--- src/tape_cmd_params.svh ---
// constants for the command-buffer ownership block
`ifndef TAPE_CMD_PARAMS_SVH
`define TAPE_CMD_PARAMS_SVH

`define TAPE_ADDR_W 8
`define TAPE_DATA_W 32
`define TAPE_OFF_PTR 8'h00
`define TAPE_OFF_STATUS 8'h04

`define TAPE_ST_CMD_DEV 0
`define TAPE_ST_REPLY_DEV 1
`define TAPE_ST_IE 2
`define TAPE_ST_NOTICE_EN 3
`define TAPE_ST_NOTICE_PEND 4
`define TAPE_ST_REJECT 5
`define TAPE_ST_BUSY 6
`define TAPE_ST_READY 7

`define TAPE_WR_INIT 0
`define TAPE_WR_CLR_REJECT 5

`define TAPE_PTR_RST 32'h00000000
`define TAPE_REPLY_ADDR_RST 32'h00000000
`define TAPE_STATUS_RST 32'h00000000

`define TAPE_RESP_OKAY 2'h0
`define TAPE_RESP_SLVERR 2'h2

`endif

--- src/tape_cmd_pkg.sv ---
// types shared by the ownership block
package tape_cmd_pkg;
  typedef enum logic [1:0] {
    S_IDLE = 2'b00,
    S_EXEC = 2'b01,
    S_REPLY = 2'b10
  } state_t;
endpackage : tape_cmd_pkg

--- src/tape_axil_slave.sv ---
// axi4-lite slave front end for the two-word register window
`timescale 1ns/1ps
`include "tape_cmd_params.svh"
module tape_axil_slave
  import tape_cmd_pkg::*;
#(
  parameter int ADDR_W = `TAPE_ADDR_W,
  parameter int DATA_W = `TAPE_DATA_W
) (
  input wire logic sys_clk,
  input wire logic rst_n,
  input wire logic [ADDR_W-1:0] s_axi_awaddr,
  input wire logic s_axi_awvalid,
  output logic s_axi_awready,
  input wire logic [DATA_W-1:0] s_axi_wdata,
  input wire logic [DATA_W/8-1:0] s_axi_wstrb,
  input wire logic s_axi_wvalid,
  output logic s_axi_wready,
  output logic [1:0] s_axi_bresp,
  output logic s_axi_bvalid,
  input wire logic s_axi_bready,
  input wire logic [ADDR_W-1:0] s_axi_araddr,
  input wire logic s_axi_arvalid,
  output logic s_axi_arready,
  output logic [DATA_W-1:0] s_axi_rdata,
  output logic [1:0] s_axi_rresp,
  output logic s_axi_rvalid,
  input wire logic s_axi_rready,
  output logic wr_en,
  output logic [ADDR_W-1:0] wr_addr,
  output logic [DATA_W-1:0] wr_data,
  output logic [DATA_W/8-1:0] wr_strb,
  input wire logic wr_err,
  output logic [ADDR_W-1:0] rd_addr,
  input wire logic [DATA_W-1:0] rd_data,
  input wire logic rd_err
);
  logic aw_held_reg;
  logic w_held_reg;
  logic [ADDR_W-1:0] aw_addr_reg;
  logic [DATA_W-1:0] w_data_reg;
  logic [DATA_W/8-1:0] w_strb_reg;
  logic bvalid_reg;
  logic [1:0] bresp_reg;
  logic rvalid_reg;
  logic [1:0] rresp_reg;
  logic [DATA_W-1:0] rdata_reg;

  wire aw_hs = s_axi_awvalid && s_axi_awready;
  wire w_hs = s_axi_wvalid && s_axi_wready;
  wire ar_hs = s_axi_arvalid && s_axi_arready;
  wire have_aw = aw_held_reg || aw_hs;
  wire have_w = w_held_reg || w_hs;

  // address and data may arrive in either order; hold whichever comes first
  assign s_axi_awready = !aw_held_reg && !bvalid_reg;
  assign s_axi_wready = !w_held_reg && !bvalid_reg;
  assign wr_en = have_aw && have_w && !bvalid_reg;
  assign wr_addr = aw_held_reg ? aw_addr_reg : s_axi_awaddr;
  assign wr_data = w_held_reg ? w_data_reg : s_axi_wdata;
  assign wr_strb = w_held_reg ? w_strb_reg : s_axi_wstrb;
  assign s_axi_bvalid = bvalid_reg;
  assign s_axi_bresp = bresp_reg;
  assign s_axi_arready = !rvalid_reg;
  assign rd_addr = s_axi_araddr;
  assign s_axi_rvalid = rvalid_reg;
  assign s_axi_rresp = rresp_reg;
  assign s_axi_rdata = rdata_reg;

  always_ff @(posedge sys_clk or negedge rst_n) begin
    if (!rst_n) begin
      aw_held_reg <= 1'b0;
      w_held_reg <= 1'b0;
      aw_addr_reg <= '0;
      w_data_reg <= '0;
      w_strb_reg <= '0;
    end else begin
      aw_held_reg <= have_aw && !wr_en;
      w_held_reg <= have_w && !wr_en;
      if (aw_hs) aw_addr_reg <= s_axi_awaddr;
      if (w_hs) w_data_reg <= s_axi_wdata;
      if (w_hs) w_strb_reg <= s_axi_wstrb;
    end
  end

  always_ff @(posedge sys_clk or negedge rst_n) begin
    if (!rst_n) begin
      bvalid_reg <= 1'b0;
      bresp_reg <= `TAPE_RESP_OKAY;
    end else if (wr_en) begin
      bvalid_reg <= 1'b1;
      bresp_reg <= wr_err ? `TAPE_RESP_SLVERR : `TAPE_RESP_OKAY;
    end else if (s_axi_bready) begin
      bvalid_reg <= 1'b0;
    end
  end

  always_ff @(posedge sys_clk or negedge rst_n) begin
    if (!rst_n) begin
      rvalid_reg <= 1'b0;
      rresp_reg <= `TAPE_RESP_OKAY;
      rdata_reg <= '0;
    end else if (ar_hs) begin
      rvalid_reg <= 1'b1;
      rresp_reg <= rd_err ? `TAPE_RESP_SLVERR : `TAPE_RESP_OKAY;
      rdata_reg <= rd_err ? '0 : rd_data;
    end else if (s_axi_rready) begin
      rvalid_reg <= 1'b0;
    end
  end
endmodule : tape_axil_slave

--- src/tape_cmd_buffer_ownership.sv ---
// command and reply area ownership handshake with two-word register window
// Operation
// - only two registers; packets live in memory
// - reply area written only while device owns
// - configuration command supplies reply area address
// - each area has exactly one owner
// - only the current owner hands an area over
// - initialize aborts and returns both areas
// - both areas pass together, both return together (the code lends the reply area at command finish; release leaves it lent)
// - pointer write clears the ready flag
// - reply with handoff bit returns command area
// - ready flag set only after reply deposited
// - no handoff: ready, optional interrupt, no message
// - reply area returned by write plus ready
// - notices only while idle with ready set (the code also sends a queued notice in place of a lent command's reply)
// - notice: clear ready, write, set ready, interrupt
// - notice interrupt follows lending command enable
// - notices only if configuration enabled them
//
// Implementation choices: the placing of the registers and register access over AXI4-Lite.
`timescale 1ns/1ps
`include "tape_cmd_params.svh"
module tape_cmd_buffer_ownership
  import tape_cmd_pkg::*;
#(
  parameter int ADDR_W = `TAPE_ADDR_W,
  parameter int DATA_W = `TAPE_DATA_W
) (
  input wire logic sys_clk,
  input wire logic rst_n,
  input wire logic [ADDR_W-1:0] s_axi_awaddr,
  input wire logic s_axi_awvalid,
  output logic s_axi_awready,
  input wire logic [DATA_W-1:0] s_axi_wdata,
  input wire logic [DATA_W/8-1:0] s_axi_wstrb,
  input wire logic s_axi_wvalid,
  output logic s_axi_wready,
  output logic [1:0] s_axi_bresp,
  output logic s_axi_bvalid,
  input wire logic s_axi_bready,
  input wire logic [ADDR_W-1:0] s_axi_araddr,
  input wire logic s_axi_arvalid,
  output logic s_axi_arready,
  output logic [DATA_W-1:0] s_axi_rdata,
  output logic [1:0] s_axi_rresp,
  output logic s_axi_rvalid,
  input wire logic s_axi_rready,
  input wire logic init_req,
  output logic cmd_start,
  output logic [DATA_W-1:0] cmd_pointer,
  input wire logic exec_done,
  input wire logic exec_handoff,
  input wire logic exec_ie,
  input wire logic exec_decoded,
  input wire logic exec_config,
  input wire logic exec_release,
  input wire logic [DATA_W-1:0] cfg_reply_addr,
  input wire logic cfg_notice_en,
  input wire logic exception_notice,
  output logic reply_wr_valid,
  input wire logic reply_wr_done,
  output logic [DATA_W-1:0] reply_addr,
  output logic reply_handoff,
  output logic reply_is_notice,
  output logic completion_interrupt
);
  state_t state_reg;
  state_t state_next;
  logic wr_en;
  logic [ADDR_W-1:0] wr_addr;
  logic [DATA_W-1:0] wr_data;
  logic [DATA_W/8-1:0] wr_strb;
  logic [ADDR_W-1:0] rd_addr;
  logic [DATA_W-1:0] rd_data;
  logic wr_err;
  logic rd_err;
  logic [DATA_W-1:0] status_word;
  logic [DATA_W-1:0] ptr_reg;
  logic [DATA_W-1:0] ptr_next;
  logic [DATA_W-1:0] reply_addr_reg;
  logic subsystem_ready_flag;
  logic ready_next;
  logic cmd_dev_reg;
  logic cmd_dev_next;
  logic reply_dev_reg;
  logic reply_dev_next;
  logic completion_interrupt_enable;
  logic lend_ie_reg;
  logic exception_notice_enable;
  logic pend_reg;
  logic pend_next;
  logic reject_reg;
  logic reject_next;
  logic reply_ack_reg;
  logic reply_notice_reg;
  logic cmd_start_reg;
  logic irq_reg;
  logic irq_next;

  tape_axil_slave #(.ADDR_W(ADDR_W), .DATA_W(DATA_W)) u_bus (
    .sys_clk(sys_clk),
    .rst_n(rst_n),
    .s_axi_awaddr(s_axi_awaddr),
    .s_axi_awvalid(s_axi_awvalid),
    .s_axi_awready(s_axi_awready),
    .s_axi_wdata(s_axi_wdata),
    .s_axi_wstrb(s_axi_wstrb),
    .s_axi_wvalid(s_axi_wvalid),
    .s_axi_wready(s_axi_wready),
    .s_axi_bresp(s_axi_bresp),
    .s_axi_bvalid(s_axi_bvalid),
    .s_axi_bready(s_axi_bready),
    .s_axi_araddr(s_axi_araddr),
    .s_axi_arvalid(s_axi_arvalid),
    .s_axi_arready(s_axi_arready),
    .s_axi_rdata(s_axi_rdata),
    .s_axi_rresp(s_axi_rresp),
    .s_axi_rvalid(s_axi_rvalid),
    .s_axi_rready(s_axi_rready),
    .wr_en(wr_en),
    .wr_addr(wr_addr),
    .wr_data(wr_data),
    .wr_strb(wr_strb),
    .wr_err(wr_err),
    .rd_addr(rd_addr),
    .rd_data(rd_data),
    .rd_err(rd_err)
  );

  // decode: the whole host view is these two words
  wire wr_ptr_sel = wr_addr == `TAPE_OFF_PTR;
  wire wr_stat_sel = wr_addr == `TAPE_OFF_STATUS;
  assign wr_err = !(wr_ptr_sel || wr_stat_sel);
  wire rd_ptr_sel = rd_addr == `TAPE_OFF_PTR;
  wire rd_stat_sel = rd_addr == `TAPE_OFF_STATUS;
  assign rd_err = !(rd_ptr_sel || rd_stat_sel);
  wire ptr_hit = wr_en && wr_ptr_sel;
  wire stat_hit = wr_en && wr_stat_sel && wr_strb[0];
  wire sw_init = stat_hit && wr_data[`TAPE_WR_INIT];
  wire clr_reject = stat_hit && wr_data[`TAPE_WR_CLR_REJECT];
  wire init_any = init_req || sw_init;

  // pointer write only starts a command while the device is ready
  wire cmd_take = ptr_hit && subsystem_ready_flag && !init_any;
  wire cmd_refuse = ptr_hit && !subsystem_ready_flag && !init_any;
  wire exec_fin = state_reg == S_EXEC && exec_done && !init_any;
  wire exec_quiet = exec_fin && (!exec_handoff || exec_release);
  // a queued notice replaces a lent command, except configuration or release
  wire exec_notice = exec_fin && exec_handoff && !exec_release &&
                     !exec_config && pend_reg && exception_notice_enable;
  wire idle_notice = state_reg == S_IDLE && subsystem_ready_flag &&
                     reply_dev_reg && exception_notice_enable && pend_reg &&
                     !ptr_hit && !init_any;
  wire notice_go = idle_notice || exec_notice;
  wire reply_fin = state_reg == S_REPLY && reply_wr_done && !init_any;

  always_comb begin
    status_word = `TAPE_STATUS_RST;
    status_word[`TAPE_ST_CMD_DEV] = cmd_dev_reg;
    status_word[`TAPE_ST_REPLY_DEV] = reply_dev_reg;
    status_word[`TAPE_ST_IE] = completion_interrupt_enable;
    status_word[`TAPE_ST_NOTICE_EN] = exception_notice_enable;
    status_word[`TAPE_ST_NOTICE_PEND] = pend_reg;
    status_word[`TAPE_ST_REJECT] = reject_reg;
    status_word[`TAPE_ST_BUSY] = state_reg != S_IDLE;
    status_word[`TAPE_ST_READY] = subsystem_ready_flag;
  end

  assign rd_data = rd_ptr_sel ? ptr_reg :
                   rd_stat_sel ? status_word : '0;

  genvar b;
  generate
    for (b = 0; b < DATA_W/8; b = b + 1) begin : g_ptr_byte
      assign ptr_next[b*8 +: 8] = (cmd_take && wr_strb[b]) ?
                                  wr_data[b*8 +: 8] : ptr_reg[b*8 +: 8];
    end
  endgenerate

  always_comb begin
    state_next = state_reg;
    unique case (state_reg)
      S_IDLE: begin
        if (cmd_take) state_next = S_EXEC;
        else if (idle_notice) state_next = S_REPLY;
      end
      S_EXEC: begin
        if (exec_quiet) state_next = S_IDLE;
        else if (exec_fin) state_next = S_REPLY;
      end
      S_REPLY: begin
        if (reply_fin) state_next = S_IDLE;
      end
      default: state_next = S_IDLE;
    endcase
    if (init_any) state_next = S_IDLE;
  end

  // ready drops on a taken pointer or a notice; rises after the deposit or on a quiet finish (exec_quiet)
  assign ready_next = init_any ? 1'b1 :
                      (cmd_take || idle_notice) ? 1'b0 :
                      (reply_fin || exec_quiet) ? 1'b1 :
                      subsystem_ready_flag;
  // command area goes out on a taken pointer, reply area at a lending finish; exec_quiet returns only the command area
  assign cmd_dev_next = init_any ? 1'b0 :
                        cmd_take ? 1'b1 :
                        (reply_fin || exec_quiet) ? 1'b0 :
                        cmd_dev_reg;
  assign reply_dev_next = init_any ? 1'b0 :
                          (exec_fin && exec_handoff) ? 1'b1 :
                          reply_fin ? 1'b0 :
                          reply_dev_reg;
  // a notice arriving as the pending one is taken stays queued
  assign pend_next = exception_notice ||
                     (pend_reg && !notice_go && !init_any);
  assign reject_next = cmd_refuse || (reject_reg && !clr_reject);
  assign irq_next = !init_any &&
    ((reply_fin && (reply_notice_reg ? lend_ie_reg :
                    completion_interrupt_enable)) ||
     (exec_quiet && exec_ie && (!exec_release || exception_notice_enable)));

  always_ff @(posedge sys_clk or negedge rst_n) begin
    if (!rst_n) begin
      state_reg <= S_IDLE;
      subsystem_ready_flag <= 1'b1;
      cmd_dev_reg <= 1'b0;
      reply_dev_reg <= 1'b0;
      pend_reg <= 1'b0;
      reject_reg <= 1'b0;
      irq_reg <= 1'b0;
      cmd_start_reg <= 1'b0;
      ptr_reg <= `TAPE_PTR_RST;
    end else begin
      state_reg <= state_next;
      subsystem_ready_flag <= ready_next;
      cmd_dev_reg <= cmd_dev_next;
      reply_dev_reg <= reply_dev_next;
      pend_reg <= pend_next;
      reject_reg <= reject_next;
      irq_reg <= irq_next;
      cmd_start_reg <= cmd_take;
      ptr_reg <= ptr_next;
    end
  end

  always_ff @(posedge sys_clk or negedge rst_n) begin
    if (!rst_n) begin
      reply_addr_reg <= `TAPE_REPLY_ADDR_RST;
      exception_notice_enable <= 1'b0;
      completion_interrupt_enable <= 1'b0;
      lend_ie_reg <= 1'b0;
    end else if (exec_fin) begin
      completion_interrupt_enable <= exec_ie;
      if (exec_handoff) lend_ie_reg <= exec_ie;
      if (exec_config) reply_addr_reg <= cfg_reply_addr;
      if (exec_config) exception_notice_enable <= cfg_notice_en;
    end
  end

  always_ff @(posedge sys_clk or negedge rst_n) begin
    if (!rst_n) begin
      reply_ack_reg <= 1'b0;
      reply_notice_reg <= 1'b0;
    end else if (notice_go) begin
      reply_ack_reg <= 1'b0;
      reply_notice_reg <= 1'b1;
    end else if (exec_fin) begin
      reply_ack_reg <= exec_decoded;
      reply_notice_reg <= 1'b0;
    end
  end

  // the reply port only opens while the device holds the reply area
  assign reply_wr_valid = state_reg == S_REPLY && reply_dev_reg;
  assign reply_addr = reply_addr_reg;
  assign reply_handoff = reply_ack_reg;
  assign reply_is_notice = reply_notice_reg;
  assign cmd_start = cmd_start_reg;
  assign cmd_pointer = ptr_reg;
  assign completion_interrupt = irq_reg;
endmodule : tape_cmd_buffer_ownership

--- config.mk ---
export PLATFORM = sky130hd
export DESIGN_NAME = tape_cmd_buffer_ownership
export DESIGN_NICKNAME = d
export VERILOG_FILES = /design/src/tape_cmd_pkg.sv /design/src/tape_axil_slave.sv /design/src/tape_cmd_buffer_ownership.sv
export VERILOG_INCLUDE_DIRS = /design/src
export SDC_FILE = /design/constraint.sdc
export NUM_CORES = 1
export LEC_CHECK = 0
export ABC_AREA = 1
export BUFFER_PORTS_ARGS = -buffer_cell sky130_fd_sc_hd__buf_2
export CAP_MARGIN = 20
export CELL_PAD_IN_SITES_DETAIL_PLACEMENT = 1
export CELL_PAD_IN_SITES_GLOBAL_PLACEMENT = 1
export CORE_MARGIN = 10
export CORE_UTILIZATION = 29
export CTS_CLUSTER_DIAMETER = 40
export DETAILED_ROUTE_END_ITERATION = 12
export PLACE_DENSITY = 0.73
export SLEW_MARGIN = 20
export SYNTH_ARGS = -nofsm -noshare
export SYNTH_HDL_FRONTEND = slang
export SYNTH_SLANG_ARGS = --single-unit
export TNS_END_PERCENT = 20
--- constraint.sdc ---
create_clock -name sys_clk -period 2 [get_ports sys_clk]
set_input_delay 0.2 -clock sys_clk [delete_from_list [all_inputs] [get_ports sys_clk]]
set_output_delay 0.2 -clock sys_clk [all_outputs]
set_load 0.1 [all_outputs]
==> flow_metrics.tcl <==
set metrics [dict create \
    arrival_ns 2.25 \
    clkSinkCount 160 \
    cts_made_buffers 17 \
    tightest_slew_ns 0.6566 \
    met3_usage_pct 5.297 \
    powerDensity_nw_per_um2 1103 \
    drc_errors 0 \
    start_util_pct 29.27 \
    dp_hpwl_um 17540 \
    period_share_pct 96.61 \
    cp_cell_sequence "nor2_2, nand3_1, nand2_2, nand2_2, nor2_4, nand3_4, nand2_8, nor2_4, buf_12, buf_12, nand3_1, nand2_1" \
    yosysWarnings 0 \
    cts_buffer_depth 2 \
    maxCapViolCount 0 \
    cts_htree_levels 4 \
    dpl_cell_area_sq_um 8569 \
    place.gp.congestion 0.7990 \
    track_usage_pct 15.26 \
    syn_to_final_growth_pct 36.42 \
    antenna_found_initial 4 \
    cts_tree "yes" \
    met1_usage_pct 18.96 \
    period_minus_slack_ns 1.932 \
    antenna_left 0 \
    fmax_mhz 517.6 \
    nets 1181 \
    holdWs_ns 0.02194 \
    pin_count 211 \
    place_ws_ns 0.003894 \
    critPathRequiredTime_ns 2.32 \
    clk_pin_slew_worst_paths_ns 0.07 \
    holdCritPathClass "in -> reg" \
    dieHeight_um 176.0 \
    ys_seq_area_share_pct 56.76 \
    ys_types 33 \
    syn_avg_cell_area_sq_um 8.431 \
    final_cell_area_sq_um 9627 \
    core_sq_um 24110 \
    insertion_delay_ns 0.43 \
    hold_violations 0 \
    cp_slowest_cell "dfrtp_2" \
    clock_skew_ns 0.01587 \
    startpoint_type "flip-flop" \
    totalNegativeSetupSlack_ns 0 \
    slowest_delay_ns 0.48 \
    first_iter_violations 262 \
    grt_pass1_vias 6926 \
    finalSetupViolations 0 \
    netlist_area_sq_um 7057 \
    die_area_sq_um 30970 \
    synth-seq-cells 160 \
    ys_async_sr_fraction_pct 100.0 \
    die_w_um 176.0 \
    num_vias 6485 \
    fin_util_pct 39.94 \
    status "finished, final reports clean" \
    rsz0062_at_grt "yes" \
    wire_per_inst_um 16.98 \
    fp-row-count 57 \
    port_buffers 208 \
    grt_pass1_wl_um 38140 \
    cts-root-buf "clkbuf_16" \
    wl_um 24080 \
    final_cell_mix "nand2_1 (327), buf_2 (207), dfrtp_1 (155)" \
    grt_start_max_net_pins 73 \
    critical_path_class "reg -> reg" \
    layout_commonest_cell "nand2_1" \
    synth_cells 837 \
    grt_use_met2_pct 25.06 \
    yosys_most_used_dff "dfrtp_1" \
    routed_via_density 4.573 \
    drtPass1Iterations 4 \
    finalWorstSetupSlack_ns 0.06785 \
    slew_headroom_pct 55.76 \
    synth_edf_count 0 \
    grt-ovfl-total 0 \
    slew_viol_final 0 \
    cp_max_fo 17 \
    end_kind "flip-flop" \
    power.leakage_uw 0.005346 \
    top_usage_layer "met2" \
    drive_gt1_share_pct 30.47 \
    irDropWorstVdd_mv 0.4821 \
]
-- cell usage after synthesis (2+ instances only) --
library cell  instances  area share (%)
nand3_1              60             4.3
nand3_2              11             1.6
nand4_1               5            0.44
o22ai_1               2            0.18
inv_2                 4            0.21
nand2_2               3            0.27
buf_2                 5            0.35
o21ai_0              87             6.2
dfrtp_1             159              56
nor2_1               23             1.2
buf_1                 6            0.32
buf_4                 4            0.43
o221ai_1              7            0.87
clkbuf_1             21             1.1
nand2_1             334              18
o21ai_1               2            0.14
nand2_4               5            0.80
mux2_2                4            0.64
nor2_4                5            0.80
a21oi_1               6            0.43
nor3_1                3            0.21
buf_6                 2            0.32
inv_1                69             3.7
-- power by group --
group | total [uW] | switching [uW] | internal [uW]
logic | 3120 | 2250 | 873
registers | 4130 | 345 | 3780
clock network | 3370 | 1450 | 1910
total | 10600 | 4050 | 6570
-- cells by family after synthesis --
kind of cell,share of synthesized area [%]
flops,56.76
simple gates,27.93
compound gates,8.209
buf+inv,6.418
other cells,0.05314
mux,0.6383
-- path summary, 6_finish.rpt --
path,cells past startpoint,start,slack (ns),end
max,12,u_bus.aw_held_reg,0.07,reply_addr[3]
min,3,cfg_reply_addr[1],0.02,reply_addr[1]
max reg2reg,12,u_bus.aw_held_reg,0.07,reply_addr[3]
min reg2reg,2,reply_addr[6],0.47,reply_addr[6]
max in group asynchronous,3,rst_n,0.99,reply_addr[12]
min in group asynchronous,2,rst_n,0.26,reply_addr[3]
-- metrics by stage --
| stage | std cells | total power [uW] |
|---|---|---|
| 2_1_floorplan | 838 | 6288 |
| 3_3_place_gp | 1353 | 7049 |
| 3_5_place_dp | 1353 | 7159 |
| 4_1_cts | 1403 | 10630 |
| 5_1_grt | 1417 | 11330 |
| 6_report | 1418 | 10620 |
-- critical path, delay by kind of cell, from the launching register on --
family / cells / cell delay [ns]
AND/OR/NAND/NOR: 10 / 1.07
flip-flops: 1 / 0.48
buffers and inverters: 2 / 0.29
-- layout make-up --
type                    instances  area [sq um]
fillers                      2915         14480
well taps                     324         405.4
flip-flops and latches        160          4015
repair buffers                259          1562
clock inverters                14         165.2
diodes                          1         2.502
multi-input cells             569          2746
clock buffers                  18         439.2
inverters                      73         291.5
-- per-layer routing --
metal	wire, um	part of all wire (%)
met5	39	0.16
met4	284	1.2
met3	1578	6.6
met2	11450	48
met1	10720	45
-- what timing repair did --
action                                  4_1_cts  5_1_grt
buffers inserted                              0       10
hold buffers                                 18        1
pin swaps                                     1        8
gates cloned                                  0        3
endpoints found under the setup margin       10       70
gates resized for setup                       0       28
hold endpoints to repair                     53        1
Power figures use the tool's default switching activity.
